==> src/verilog/nvmseq_pkg.sv <==
// Constants shared by the nonvolatile sequencer and its helpers
package nvmseq_pkg;
    // Register addresses on the CPU register port
    localparam logic [7:0] ADDR_LOW_SFR = 8'hF2;
    localparam logic [7:0] ADDR_HIGH_SFR = 8'hF3;
    localparam logic [7:0] DATA_SFR = 8'hF4;
    localparam logic [7:0] TIMER_SFR = 8'hF5;
    localparam logic [7:0] CONTROL_SFR = 8'hF6;
    // Reset values
    localparam logic [7:0] ADDR_HIGH_RST = 8'h80;
    localparam logic [7:0] ADDR_LOW_RST = 8'h00;
    localparam logic [7:0] TIMER_RST = 8'h08;
    localparam logic [7:0] CONTROL_RST = 8'h00;
    localparam logic [7:0] DATA_RST = 8'h00;
    // Control register field positions
    localparam int IRQ_FLAG_BIT = 7;
    localparam int IRQ_EN_BIT = 6;
    localparam int BUSY_BIT = 5;
    // Operation codes in the low control nibble
    localparam logic [3:0] OP_BYTE = 4'h0;
    localparam logic [3:0] OP_ROW_ERASE = 4'hC;
    localparam logic [3:0] OP_BLOCK_ERASE = 4'hA;
    // Security byte location and cleared cell value
    localparam logic [7:0] SEC_ADDR_HIGH = 8'h80;
    localparam logic [7:0] SEC_ADDR_LOW = 8'h00;
    localparam logic [7:0] CELL_CLEAR = 8'h00;
    localparam int SEC_VOTE_MIN = 3;
    // Program memory boundary for table reads
    localparam logic [15:0] INT_ROM_LIMIT = 16'h1000;
    // Reset pin qualification, in oscillator periods
    localparam int RST_OSC_PERIODS = 24;
    localparam logic [4:0] RST_QUAL_CNT = 5'(RST_OSC_PERIODS);
    // Timer scaling: one timer unit is 1024 oscillator periods,
    // counted on the half-rate tick; the register adds a bias of 2
    localparam int OSC_PER_UNIT = 1024;
    localparam logic [9:0] UNIT_TICKS = 10'(OSC_PER_UNIT / 2);
    localparam logic [8:0] TIMER_BIAS = 9'h002;
    // Mask-programmed ROM protection bit; value set at mask time
    localparam logic ROM_PROTECT = 1'b1;
endpackage

==> src/verilog/nvmseq_arr_if.sv <==
// Connection between the sequencer and its storage array
`timescale 1ns/1ps
interface nvmseq_arr_if;
    logic sec_sel;
    logic [7:0] addr;
    logic [7:0] rdata;
    logic wr;
    logic [7:0] wdata;
    logic row_clr;
    logic blk_clr;
    logic protect;
    modport ctrl (output sec_sel, addr, wr, wdata, row_clr, blk_clr,
        input rdata, protect);
    modport mem (input sec_sel, addr, wr, wdata, row_clr, blk_clr,
        output rdata, protect);
endinterface

==> src/verilog/nvmseq_array.sv <==
// Data byte array, security byte and derived protect bit
`timescale 1ns/1ps
module nvmseq_array
    import nvmseq_pkg::*;
(
    input wire logic ref_clk,
    input wire logic reset,
    nvmseq_arr_if.mem arr
);
    logic [7:0] mem_ff [256];
    logic [7:0] sec_ff;
    logic [2:0] sec_votes;

    // One flop byte per entry; erase and write applied per byte
    for (genvar i = 0; i < 256; i++) begin : g_byte
        always_ff @(posedge ref_clk) begin
            if (reset) begin
                mem_ff[i] <= CELL_CLEAR;
            end else if (arr.blk_clr) begin
                mem_ff[i] <= CELL_CLEAR;
            end else if (arr.row_clr && !arr.sec_sel &&
                         arr.addr[7:3] == 5'(i / 8)) begin
                mem_ff[i] <= CELL_CLEAR;
            end else if (arr.wr && !arr.sec_sel && arr.addr == 8'(i)) begin
                mem_ff[i] <= arr.wdata;
            end
        end
    end

    // Security byte: block erase clears it, byte write sets it
    always_ff @(posedge ref_clk) begin
        if (reset) begin
            sec_ff <= CELL_CLEAR;
        end else if (arr.blk_clr) begin
            sec_ff <= CELL_CLEAR;
        end else if (arr.wr && arr.sec_sel) begin
            sec_ff <= arr.wdata;
        end
    end

    // Read port
    assign arr.rdata = arr.sec_sel ? sec_ff : mem_ff[arr.addr];
    // Vote of the four security bits
    assign sec_votes = 3'(sec_ff[0]) + 3'(sec_ff[1]) + 3'(sec_ff[2])
        + 3'(sec_ff[3]);
    assign arr.protect = sec_votes >= 3'(SEC_VOTE_MIN);

    a_protect_vote: assert property (@(posedge ref_clk) disable iff (reset)
        (sec_ff[3:0] == 4'hF) |-> arr.protect)
        else $error("protect bit low with all security bits set");
endmodule

==> src/verilog/nvmseq_reset_qual.sv <==
// Oscillator pin divider and reset pin qualification
`timescale 1ns/1ps
module nvmseq_reset_qual
    import nvmseq_pkg::*;
(
    input wire logic ref_clk,
    input wire logic reset,
    input wire logic rst_pin,
    input wire logic osc_input,
    output logic osc_tick,
    output logic qual_reset
);
    logic [1:0] osc_sync_ff;
    logic [1:0] rst_sync_ff;
    logic osc_last_ff;
    logic half_ff;
    logic osc_rise;
    logic [4:0] rst_cnt_ff;
    logic qual_ff;

    // Pins are asynchronous; two flops before any use
    always_ff @(posedge ref_clk) begin
        if (reset) begin
            osc_sync_ff <= 2'h0;
            rst_sync_ff <= 2'h0;
            osc_last_ff <= 1'b0;
        end else begin
            osc_sync_ff <= {osc_sync_ff[0], osc_input};
            rst_sync_ff <= {rst_sync_ff[0], rst_pin};
            osc_last_ff <= osc_sync_ff[1];
        end
    end
    assign osc_rise = osc_sync_ff[1] && !osc_last_ff;

    // divide by two; only rising edges count, so duty is irrelevant
    always_ff @(posedge ref_clk) begin
        if (reset) begin
            half_ff <= 1'b0;
        end else if (osc_rise) begin
            half_ff <= !half_ff;
        end
    end
    assign osc_tick = osc_rise && half_ff;

    // pin must stay high for 24 oscillator periods
    always_ff @(posedge ref_clk) begin
        if (reset || !rst_sync_ff[1]) begin
            rst_cnt_ff <= 5'h00;
            qual_ff <= 1'b0;
        end else if (osc_rise && rst_cnt_ff != RST_QUAL_CNT) begin
            rst_cnt_ff <= rst_cnt_ff + 5'h01;
        end else if (rst_cnt_ff == RST_QUAL_CNT) begin
            qual_ff <= 1'b1;
        end
    end
    assign qual_reset = qual_ff;

    a_rst_qualified: assert property (@(posedge ref_clk) disable iff (reset)
        $rose(qual_ff) |-> $past(rst_cnt_ff) == RST_QUAL_CNT)
        else $error("reset taken before qualification");
endmodule

==> src/verilog/nvmseq_top.sv <==
// Nonvolatile memory sequencer with security and code protection
`timescale 1ns/1ps

// Functional notes
// - Interrupt flag: sequencer or software sets, software clears
// - Enable bit gates flag onto interrupt request
// - Busy flag owned by sequencer, writes ignored
// - Array access refused while busy
// - Codes: 0 byte, 0CH row, 0AH block
// - Byte read default; data shows addressed byte
// - Data register write starts every operation
// - Byte write erases first unless cell is 00H
// - Row erase clears 8 bytes, ignores low bits
// - Block erase clears all bytes and security byte
// - Reset values: 80H, 00H, 08H, 00H
// - Security byte at 8000H, written in byte mode
// - Protect set when three or four bits set
// - Protected external mode allows only block erase
// - Block erase completion clears protect and busy
// - Security write blocked when protected and external
// - Lower 4K table reads only from internal code
// - External mode strapped only during reset
// - ROM protection blocks external reads of internal
// - Reset pin qualified over 24 oscillator periods
// - Oscillator input divided by two
// - Idle or power-down aborts running operation
// - Timer register scales operation duration
// - Low address picks byte; high reaches security
// - Interrupt also needs serial interrupt enabled
module nvmseq_top
    import nvmseq_pkg::*;
(
    input wire logic ref_clk,
    input wire logic reset,
    input wire logic rst_pin,
    input wire logic osc_input,
    input wire logic ext_code_pin,
    input wire logic [7:0] sfr_addr,
    input wire logic sfr_wr,
    input wire logic sfr_rd,
    input wire logic [7:0] sfr_wdata,
    output logic [7:0] sfr_rdata,
    input wire logic serial_irq_enable,
    input wire logic idle_req,
    input wire logic power_down_req,
    input wire logic exec_external,
    input wire logic code_table_read,
    input wire logic [15:0] table_addr,
    output logic table_read_allow,
    output logic nvm_irq_req,
    output logic protect_active,
    output logic op_in_progress,
    output logic sys_reset
);
    typedef enum logic [1:0] {ST_IDLE, ST_ERASE, ST_WRITE} nvmseq_st_type;

    nvmseq_st_type state_ff;
    nvmseq_st_type nxt_state;
    logic [7:0] addr_high_ff;
    logic [7:0] addr_low_ff;
    logic [7:0] timer_ff;
    logic [7:0] data_ff;
    logic [3:0] op_code_ff;
    logic [3:0] run_op_ff;
    logic irq_flag_ff;
    logic irq_en_ff;
    logic ext_mode_ff;
    logic [7:0] rdata_ff;
    logic allow_ff;
    logic [9:0] tick_cnt_ff;
    logic [8:0] unit_cnt_ff;
    logic osc_tick;
    logic qual_reset;
    logic srst;
    logic busy;
    logic ext_eff;
    logic locked;
    logic wr_addr_high;
    logic wr_addr_low;
    logic wr_timer;
    logic wr_control;
    logic wr_data;
    logic start;
    logic start_ok;
    logic phase_done;
    logic op_done;
    logic abort;
    logic [7:0] ctrl_view;

    nvmseq_arr_if arr ();

    ////////////////////////////////////////////////////////////////////
    // Helpers: reset qualification and array

    nvmseq_reset_qual u_rstq (
        .ref_clk(ref_clk),
        .reset(reset),
        .rst_pin(rst_pin),
        .osc_input(osc_input),
        .osc_tick(osc_tick),
        .qual_reset(qual_reset)
    );

    // Qualified pin reset acts like the bench reset here; the array takes only the bench reset
    assign srst = reset || qual_reset;
    assign sys_reset = srst;

    nvmseq_array u_arr (
        .ref_clk(ref_clk),
        .reset(reset),
        .arr(arr)
    );

    ////////////////////////////////////////////////////////////////////
    // Decode and access qualification

    assign busy = state_ff != ST_IDLE;
    // External mode counts whether strapped or past the 4K boundary
    assign ext_eff = ext_mode_ff || exec_external;
    // protected external mode locks all but block erase
    assign locked = arr.protect && ext_eff;
    // writes to address, timer and data dropped while busy; control write always decoded
    assign wr_addr_high = sfr_wr && sfr_addr == ADDR_HIGH_SFR && !busy;
    assign wr_addr_low = sfr_wr && sfr_addr == ADDR_LOW_SFR && !busy;
    assign wr_timer = sfr_wr && sfr_addr == TIMER_SFR && !busy;
    assign wr_control = sfr_wr && sfr_addr == CONTROL_SFR;
    assign wr_data = sfr_wr && sfr_addr == DATA_SFR && !busy;
    // data write is the start strobe
    assign start = wr_data;
    // only known codes run; locked allows block erase only
    assign start_ok = start && ((op_code_ff == OP_BLOCK_ERASE) ||
        (!locked && (op_code_ff == OP_BYTE ||
        op_code_ff == OP_ROW_ERASE)));
    // low-power entry aborts the running operation
    assign abort = busy && (idle_req || power_down_req);

    // security byte only at 8000H, else low address
    assign arr.sec_sel = addr_high_ff == SEC_ADDR_HIGH &&
        addr_low_ff == SEC_ADDR_LOW;
    assign arr.addr = addr_low_ff;

    ////////////////////////////////////////////////////////////////////
    // Address, timer and data registers

    // address reset points at the security byte
    always_ff @(posedge ref_clk) begin
        if (srst) begin
            addr_high_ff <= ADDR_HIGH_RST;
            addr_low_ff <= ADDR_LOW_RST;
        end else begin
            if (wr_addr_high) begin
                addr_high_ff <= sfr_wdata;
            end
            if (wr_addr_low) begin
                addr_low_ff <= sfr_wdata;
            end
        end
    end

    always_ff @(posedge ref_clk) begin
        if (srst) begin
            timer_ff <= TIMER_RST;
        end else if (wr_timer) begin
            timer_ff <= sfr_wdata;
        end
    end

    // Data register keeps the byte to be written
    always_ff @(posedge ref_clk) begin
        if (srst) begin
            data_ff <= DATA_RST;
        end else if (wr_data) begin
            data_ff <= sfr_wdata;
        end
    end

    ////////////////////////////////////////////////////////////////////
    // Control register

    // operation code; reserved bit 4 not stored
    always_ff @(posedge ref_clk) begin
        if (srst) begin
            op_code_ff <= CONTROL_RST[3:0];
            irq_en_ff <= CONTROL_RST[IRQ_EN_BIT];
        end else if (wr_control && !busy) begin
            op_code_ff <= sfr_wdata[3:0];
            irq_en_ff <= sfr_wdata[IRQ_EN_BIT];
        end
    end

    // completion sets the flag and wins over a software clear
    always_ff @(posedge ref_clk) begin
        if (srst) begin
            irq_flag_ff <= CONTROL_RST[IRQ_FLAG_BIT];
        end else if (op_done) begin
            irq_flag_ff <= 1'b1;
        end else if (wr_control) begin
            irq_flag_ff <= sfr_wdata[IRQ_FLAG_BIT];
        end
    end

    // strap caught only while reset is held
    always_ff @(posedge ref_clk) begin
        if (srst) begin
            ext_mode_ff <= !ext_code_pin;
        end
    end

    // busy bit reflects the sequencer, never the write data
    assign ctrl_view = {irq_flag_ff, irq_en_ff, busy, 1'b0, op_code_ff};

    ////////////////////////////////////////////////////////////////////
    // Register read path

    // data reads show the array only when idle and unlocked
    always_ff @(posedge ref_clk) begin
        if (srst) begin
            rdata_ff <= 8'h00;
        end else if (sfr_rd) begin
            unique case (sfr_addr)
                ADDR_HIGH_SFR: rdata_ff <= addr_high_ff;
                ADDR_LOW_SFR: rdata_ff <= addr_low_ff;
                TIMER_SFR: rdata_ff <= timer_ff;
                CONTROL_SFR: rdata_ff <= ctrl_view;
                DATA_SFR: rdata_ff <= (busy || locked) ? data_ff :
                    arr.rdata;
                default: rdata_ff <= 8'h00;
            endcase
        end
    end
    assign sfr_rdata = rdata_ff;

    ////////////////////////////////////////////////////////////////////
    // Sequencer timing

    // duration is (timer + 2) units of half-rate ticks
    always_ff @(posedge ref_clk) begin
        if (srst || !busy || phase_done) begin
            tick_cnt_ff <= 10'h000;
            unit_cnt_ff <= 9'h000;
        end else if (osc_tick) begin
            if (tick_cnt_ff == UNIT_TICKS - 10'h001) begin
                tick_cnt_ff <= 10'h000;
                unit_cnt_ff <= unit_cnt_ff + 9'h001;
            end else begin
                tick_cnt_ff <= tick_cnt_ff + 10'h001;
            end
        end
    end
    assign phase_done = busy &&
        unit_cnt_ff == {1'b0, timer_ff} + TIMER_BIAS;

    ////////////////////////////////////////////////////////////////////
    // Sequencer state machine

    // old contents pick erase-then-write or write only
    always_comb begin
        nxt_state = state_ff;
        unique case (state_ff)
            ST_IDLE: begin
                if (start_ok) begin
                    if (op_code_ff == OP_BYTE && arr.rdata == CELL_CLEAR) begin
                        nxt_state = ST_WRITE;
                    end else begin
                        nxt_state = ST_ERASE;
                    end
                end
            end
            ST_ERASE: begin
                if (abort) begin
                    nxt_state = ST_IDLE;
                end else if (phase_done) begin
                    nxt_state = (run_op_ff == OP_BYTE) ? ST_WRITE : ST_IDLE;
                end
            end
            ST_WRITE: begin
                if (abort || phase_done) begin
                    nxt_state = ST_IDLE;
                end
            end
        endcase
    end

    always_ff @(posedge ref_clk) begin
        if (srst) begin
            state_ff <= ST_IDLE;
        end else begin
            state_ff <= nxt_state;
        end
    end

    // Operation latched at start so a later code change cannot leak in
    always_ff @(posedge ref_clk) begin
        if (srst) begin
            run_op_ff <= OP_BYTE;
        end else if (start_ok) begin
            run_op_ff <= op_code_ff;
        end
    end

    assign op_done = busy && phase_done && !abort &&
        (state_ff == ST_WRITE || run_op_ff != OP_BYTE);

    // erase effects land at the end of the erase time
    assign arr.row_clr = state_ff == ST_ERASE && phase_done && !abort &&
        run_op_ff == OP_ROW_ERASE;
    assign arr.blk_clr = state_ff == ST_ERASE && phase_done && !abort &&
        run_op_ff == OP_BLOCK_ERASE;
    // Byte erase writes the cleared value, then the new data
    assign arr.wr = phase_done && !abort && run_op_ff == OP_BYTE;
    assign arr.wdata = (state_ff == ST_ERASE) ? CELL_CLEAR : data_ff;

    ////////////////////////////////////////////////////////////////////
    // Table reads and outputs

    // lower 4K reachable only from internal code
    always_ff @(posedge ref_clk) begin
        if (srst) begin
            allow_ff <= 1'b0;
        end else if (code_table_read) begin
            allow_ff <= table_addr >= INT_ROM_LIMIT ||
                (!ext_eff && !(ROM_PROTECT && exec_external));
        end else begin
            allow_ff <= 1'b0;
        end
    end
    assign table_read_allow = allow_ff;

    // enable and serial enable gate the request
    assign nvm_irq_req = irq_flag_ff && irq_en_ff && serial_irq_enable;
    assign protect_active = arr.protect;
    assign op_in_progress = busy;

    ////////////////////////////////////////////////////////////////////
    // Checks

    a_done_sets_flag: assert property (@(posedge ref_clk) disable iff (srst)
        op_done |=> irq_flag_ff)
        else $error("completion did not set flag");
    a_irq_gating: assert property (@(posedge ref_clk) disable iff (srst)
        nvm_irq_req |-> irq_flag_ff && irq_en_ff && serial_irq_enable)
        else $error("interrupt raised without enables");
    a_busy_sw_proof: assert property (@(posedge ref_clk) disable iff (srst)
        (!busy && wr_control && !start_ok) |=> !op_in_progress)
        else $error("software write set busy flag");
    a_busy_refuse: assert property (@(posedge ref_clk) disable iff (srst)
        (busy && sfr_wr && sfr_addr == ADDR_LOW_SFR)
        |=> $stable(addr_low_ff))
        else $error("address changed during operation");
    a_locked_refuse: assert property (@(posedge ref_clk) disable iff (srst)
        (start && locked && op_code_ff != OP_BLOCK_ERASE)
        |=> !op_in_progress)
        else $error("locked device started an operation");
    a_blk_clears: assert property (@(posedge ref_clk) disable iff (srst)
        arr.blk_clr |=> !protect_active && !op_in_progress)
        else $error("block erase left protect or busy set");
    a_write_only: assert property (@(posedge ref_clk) disable iff (srst)
        (start_ok && op_code_ff == OP_BYTE && arr.rdata == CELL_CLEAR)
        |=> state_ff == ST_WRITE)
        else $error("cleared cell was erased again");
    a_abort_stops: assert property (@(posedge ref_clk) disable iff (srst)
        abort |=> !op_in_progress ##1 !irq_flag_ff || $past(irq_flag_ff))
        else $error("low power did not abort operation");
    a_reset_vals: assert property (@(posedge ref_clk)
        $fell(srst) |-> addr_high_ff == ADDR_HIGH_RST &&
        timer_ff == TIMER_RST && op_code_ff == OP_BYTE)
        else $error("wrong register values after reset");
endmodule
==> config.mk <==
export PLATFORM = sky130hd
export DESIGN_NAME = nvmseq_top
export DESIGN_NICKNAME = d
export VERILOG_FILES = /design/src/verilog/nvmseq_pkg.sv /design/src/verilog/nvmseq_arr_if.sv /design/src/verilog/nvmseq_array.sv /design/src/verilog/nvmseq_reset_qual.sv /design/src/verilog/nvmseq_top.sv
export SDC_FILE = /design/constraint.sdc
export NUM_CORES = 2
export LEC_CHECK = 0
export CORE_ASPECT_RATIO = 1.75
export CORE_MARGIN = 3
export CORE_UTILIZATION = 47
export CTS_CLUSTER_SIZE = 10
export DETAILED_ROUTE_END_ITERATION = 7
export DONT_BUFFER_PORTS = 1
export MAX_ROUTING_LAYER = met4
export PLACE_DENSITY = 0.76
export SYNTH_ARGS = -nofsm -noshare
export SYNTH_HDL_FRONTEND = slang
export SYNTH_SLANG_ARGS = --single-unit
==> constraint.sdc <==
create_clock -name ref_clk -period 3.7 [get_ports ref_clk]
set_input_delay 0.37 -clock ref_clk [delete_from_list [all_inputs] [get_ports ref_clk]]
set_output_delay 0.37 -clock ref_clk [all_outputs]
set_load 0.005 [all_outputs]
==> out/results.ini <==
[status]
status=complete, but fails checks
violations=negative hold slack, negative setup slack

[global_routing]
grt_max_degree=65
antenna_found_initial=30
grt_overflow_total=0
grt_first_pass_wirelength_um=556000
track_usage_pct=39.7
grt_pass1_vias=71700

[setup_path]
critPathMaxStageDelay_ns=0.55
path_buf_inv=6
cp-start-kind=register
path_delay_family=multiplexers
end_kind=register
worst_path_max_delay_cell=mux4_2
worstPathCellList=buf_12 > buf_12 > buf_12 > buf_16 > buf_4 > mux4_2 > mux4_2 > nand2_1 > a31oi_2 > and4_1 > a211oi_2 > buf_4 > nand4_1 > a32o_1
critical_path.max_fanout=11
worstSetupPathType=reg2reg
crit_arrival_ns=4.61
critPathRequiredTime_ns=4.48
cpMostUsedCell=buf_12

[sta]
setup_viol=15
drv_slew=0
min_period_ns=3.84
hold_viol_final=2
holdWs_ns=-0.0265
rsz0062_at_grt=yes
fin_crit_sh_pct=104
fin_tns_setup_ns=-0.423
max_slew_margin_pct=7.39
finClkSkew_ns=0.0646
setup_slack_ns=-0.135
clock.fmax_mhz=261
tightest_slew_ns=1.39

[finish]
instances_no_fill=10900
drive_above_1_share_pct=26.1
layout.nets=8165
area_growth_pct=21.8
n_fill_cell=15700

[detailed_routing]
avgViaCountPerCell=6.76
drt_wl_total_um=411000
drt_first_iter_violations=12700
firstDrtPassIters=8
route.detailed.drc=0
wire_per_inst_um=37.8
antenna_left=0
vias=73400

[power_and_ir_drop]
p_leak_nw=37.0
peakVddDrop_mv=0.429
powerDensity_mw_per_mm2=437

[logic_synthesis]
yosysWarnings=0
synth_cell_types=73
yosys_most_used_dff=edfxtp_1
ys_ff_latch=2149
syn_area_mm2=0.0961
seq_area_frac_synth_pct=66.1
synth_fp_nets=7248
synth-edff-count=2049
netlist_instances=7192
syn_avg_cell_area_um2=13.4
async_flop_share_pct=0

[floorplan]
dieArea_mm2=0.210
rows=219
die_w_um=348
fp.dieH_um=604
io_pins=57
initial_core_util_pct=47.3
coreArea_mm2=0.203

[clock_network]
insertion_delay_ns=0.94
clock_sinks=2149
numCtsBuffers=240
htreeDepth=4
root_buffer=clkbuf_16
clk_path_buf_depth=4
clk_pin_slew_ns=0.06
cts_tree=done

[place]
dp_cells=10400
routabilityCongestion=1.08
portBuffers=0
hpwl_um=289000

[hold_path]
hp-class=in2reg

[job]
maxCapViolCount=0

## power breakdown
group / switching (mW) / leakage (nW) / internal, mW
combinational: 1.31 / 13.4 / 0.825
clock: 9.37 / 3.09 / 11.6
sequential: 0.415 / 20.5 / 27.6
total: 11.1 / 37.0 / 40.1
## placed cells by master (no fill, tap or decap), types with 19 or more instances in the layout
cell type	Yosys	layout
a21oi_1	83	70
a221oi_1	54	37
a22o_1	23	23
a22oi_1	129	115
buf_12	2	192
buf_4	33	978
buf_6	26	41
clkbuf_1	286	68
clkbuf_16	0	254
dfxtp_1	100	92
diode_2	0	27
dlygate4sd3_1	0	19
edfxtp_1	2049	2049
inv_1	31	30
mux2i_1	354	343
mux4_2	409	411
nand2_1	442	421
nand2_2	2	21
nand2b_1	39	29
nand3_1	103	90
nand4_1	23	23
nor2_1	1894	1884
nor2b_1	53	36
nor3_1	300	297
o21ai_0	298	237
o21ai_1	3	40
o21ai_2	0	23
## worst paths after layout
| check | end | from | slack, ns | cells after the start |
|---|---|---|---|---|
| setup / recovery | state_ff[0]$_SDFFE_PP0P_ | register | -0.14 | 14 |
| hold / removal | op_code_ff[2]$_SDFFE_PP0P_ | sfr_wr | -0.03 | 3 |
| setup reg to reg | state_ff[0]$_SDFFE_PP0P_ | register | -0.14 | 14 |
| hold reg to reg | u_rstq.rst_sync_ff[1]$_SDFF_PP0_ | u_rstq.rst_sync_ff[0]$_SDFF_PP0_ | 0.44 | 1 |
## worst register-to-register path: stages (launching register included)
cell,delay [ns]
dfxtp_4,0.39
buf_12,0.14
buf_12,0.16
buf_12,0.12
buf_16,0.14
buf_4,0.15
mux4_2,0.55
mux4_2,0.48
nand2_1,0.17
a31oi_2,0.28
and4_1,0.31
a211oi_2,0.22
buf_4,0.18
nand4_1,0.14
a32o_1,0.24
## Yosys cell counts, types with 100 or more instances
library cell     n  area [um2]
mux4_2         409        9210
mux2i_1        354        3540
nor3_1         300        1500
nor2_1        1894        7110
edfxtp_1      2049       61500
nand2_1        442        1660
a22oi_1        129         968
dfxtp_1        100        2000
buf_2          229        1150
clkbuf_1       286        1070
o21ai_0        298        1490
nand3_1        103         515
## through the flow
step / utilization (%) / hold slack, ns / power, mW / cell area [um2] / setup slack [ns]
floorplan: - / 0.414 / 29.3 / 96100 / 0.0121
global placement: 52.9 / 0.419 / 30.4 / 107000 / -0.613
detailed placement: 52.9 / 0.432 / 30.5 / 107000 / -0.553
CTS: 56.8 / 0.00686 / 50.9 / 115000 / -0.0781
global route: 57.6 / -0.0105 / 52.1 / 117000 / -0.156
finish: 57.6 / -0.0265 / 51.2 / 117000 / -0.135
## kinds of logic (layout without fill, tap and decap cells)
logic type / after synthesis / count (layout) / synth area share (%)
other cells: 0 / 27 / 0
compound gates: 680 / 680 / 4.43
xor+xnor: 27 / 27 / 0.246
fa+ha+maj: 12 / 12 / 0.164
mux: 773 / 773 / 13.4
buf+inv: 633 / 1623 / 3.15
simple gates: 2918 / 2918 / 12.5
flops: 2149 / 2149 / 66.1
## metal layers
layer	wire, um	global-route usage, %	share of wire, %
met1	114000	39.7	28
met2	187000	60.6	45
met3	49000	10.2	12
met4	60900	42.4	15
met5	0	-	0
## final cells by class
type / count / area (um2) / area share (%)
repair buffers: 1276 / 12900 / 11.1
clock buffers: 308 / 6260 / 5.35
flip-flops and latches: 2149 / 63600 / 54.3
diodes: 27 / 67.6 / 0.0577
clock inverters: 7 / 105 / 0.0898
well taps: 2652 / 3320 / 2.84
inverters: 32 / 120 / 0.103
multi-input cells: 4410 / 30700 / 26.2
## flip-flops by register name (all words and copies together), names as in the netlist, 2 cells and up, named ones only
register,flops
data_ff,8
op_code_ff,4
u_rstq.rst_cnt_ff,5
tick_cnt_ff,10
addr_low_ff,8
u_arr.mem_ff,2048
u_rstq.osc_sync_ff,2
timer_ff,8
u_rstq.rst_sync_ff,2
addr_high_ff,8
u_arr.sec_ff,8
sfr_rdata,8
run_op_ff,4
unit_cnt_ff,9
state_ff,2
## timing repair
item | in CTS | in global routing
gates cloned | 10 | 15
endpoints found under the setup margin | 3703 | 1358
endpoints found under the hold margin | 70 | 0
pin swaps | 27 | 42
buffers inserted | 48 | 53
hold buffers | 19 | 0
resized for setup | 180 | 168
Note: power is estimated with default switching activity, not from simulation.
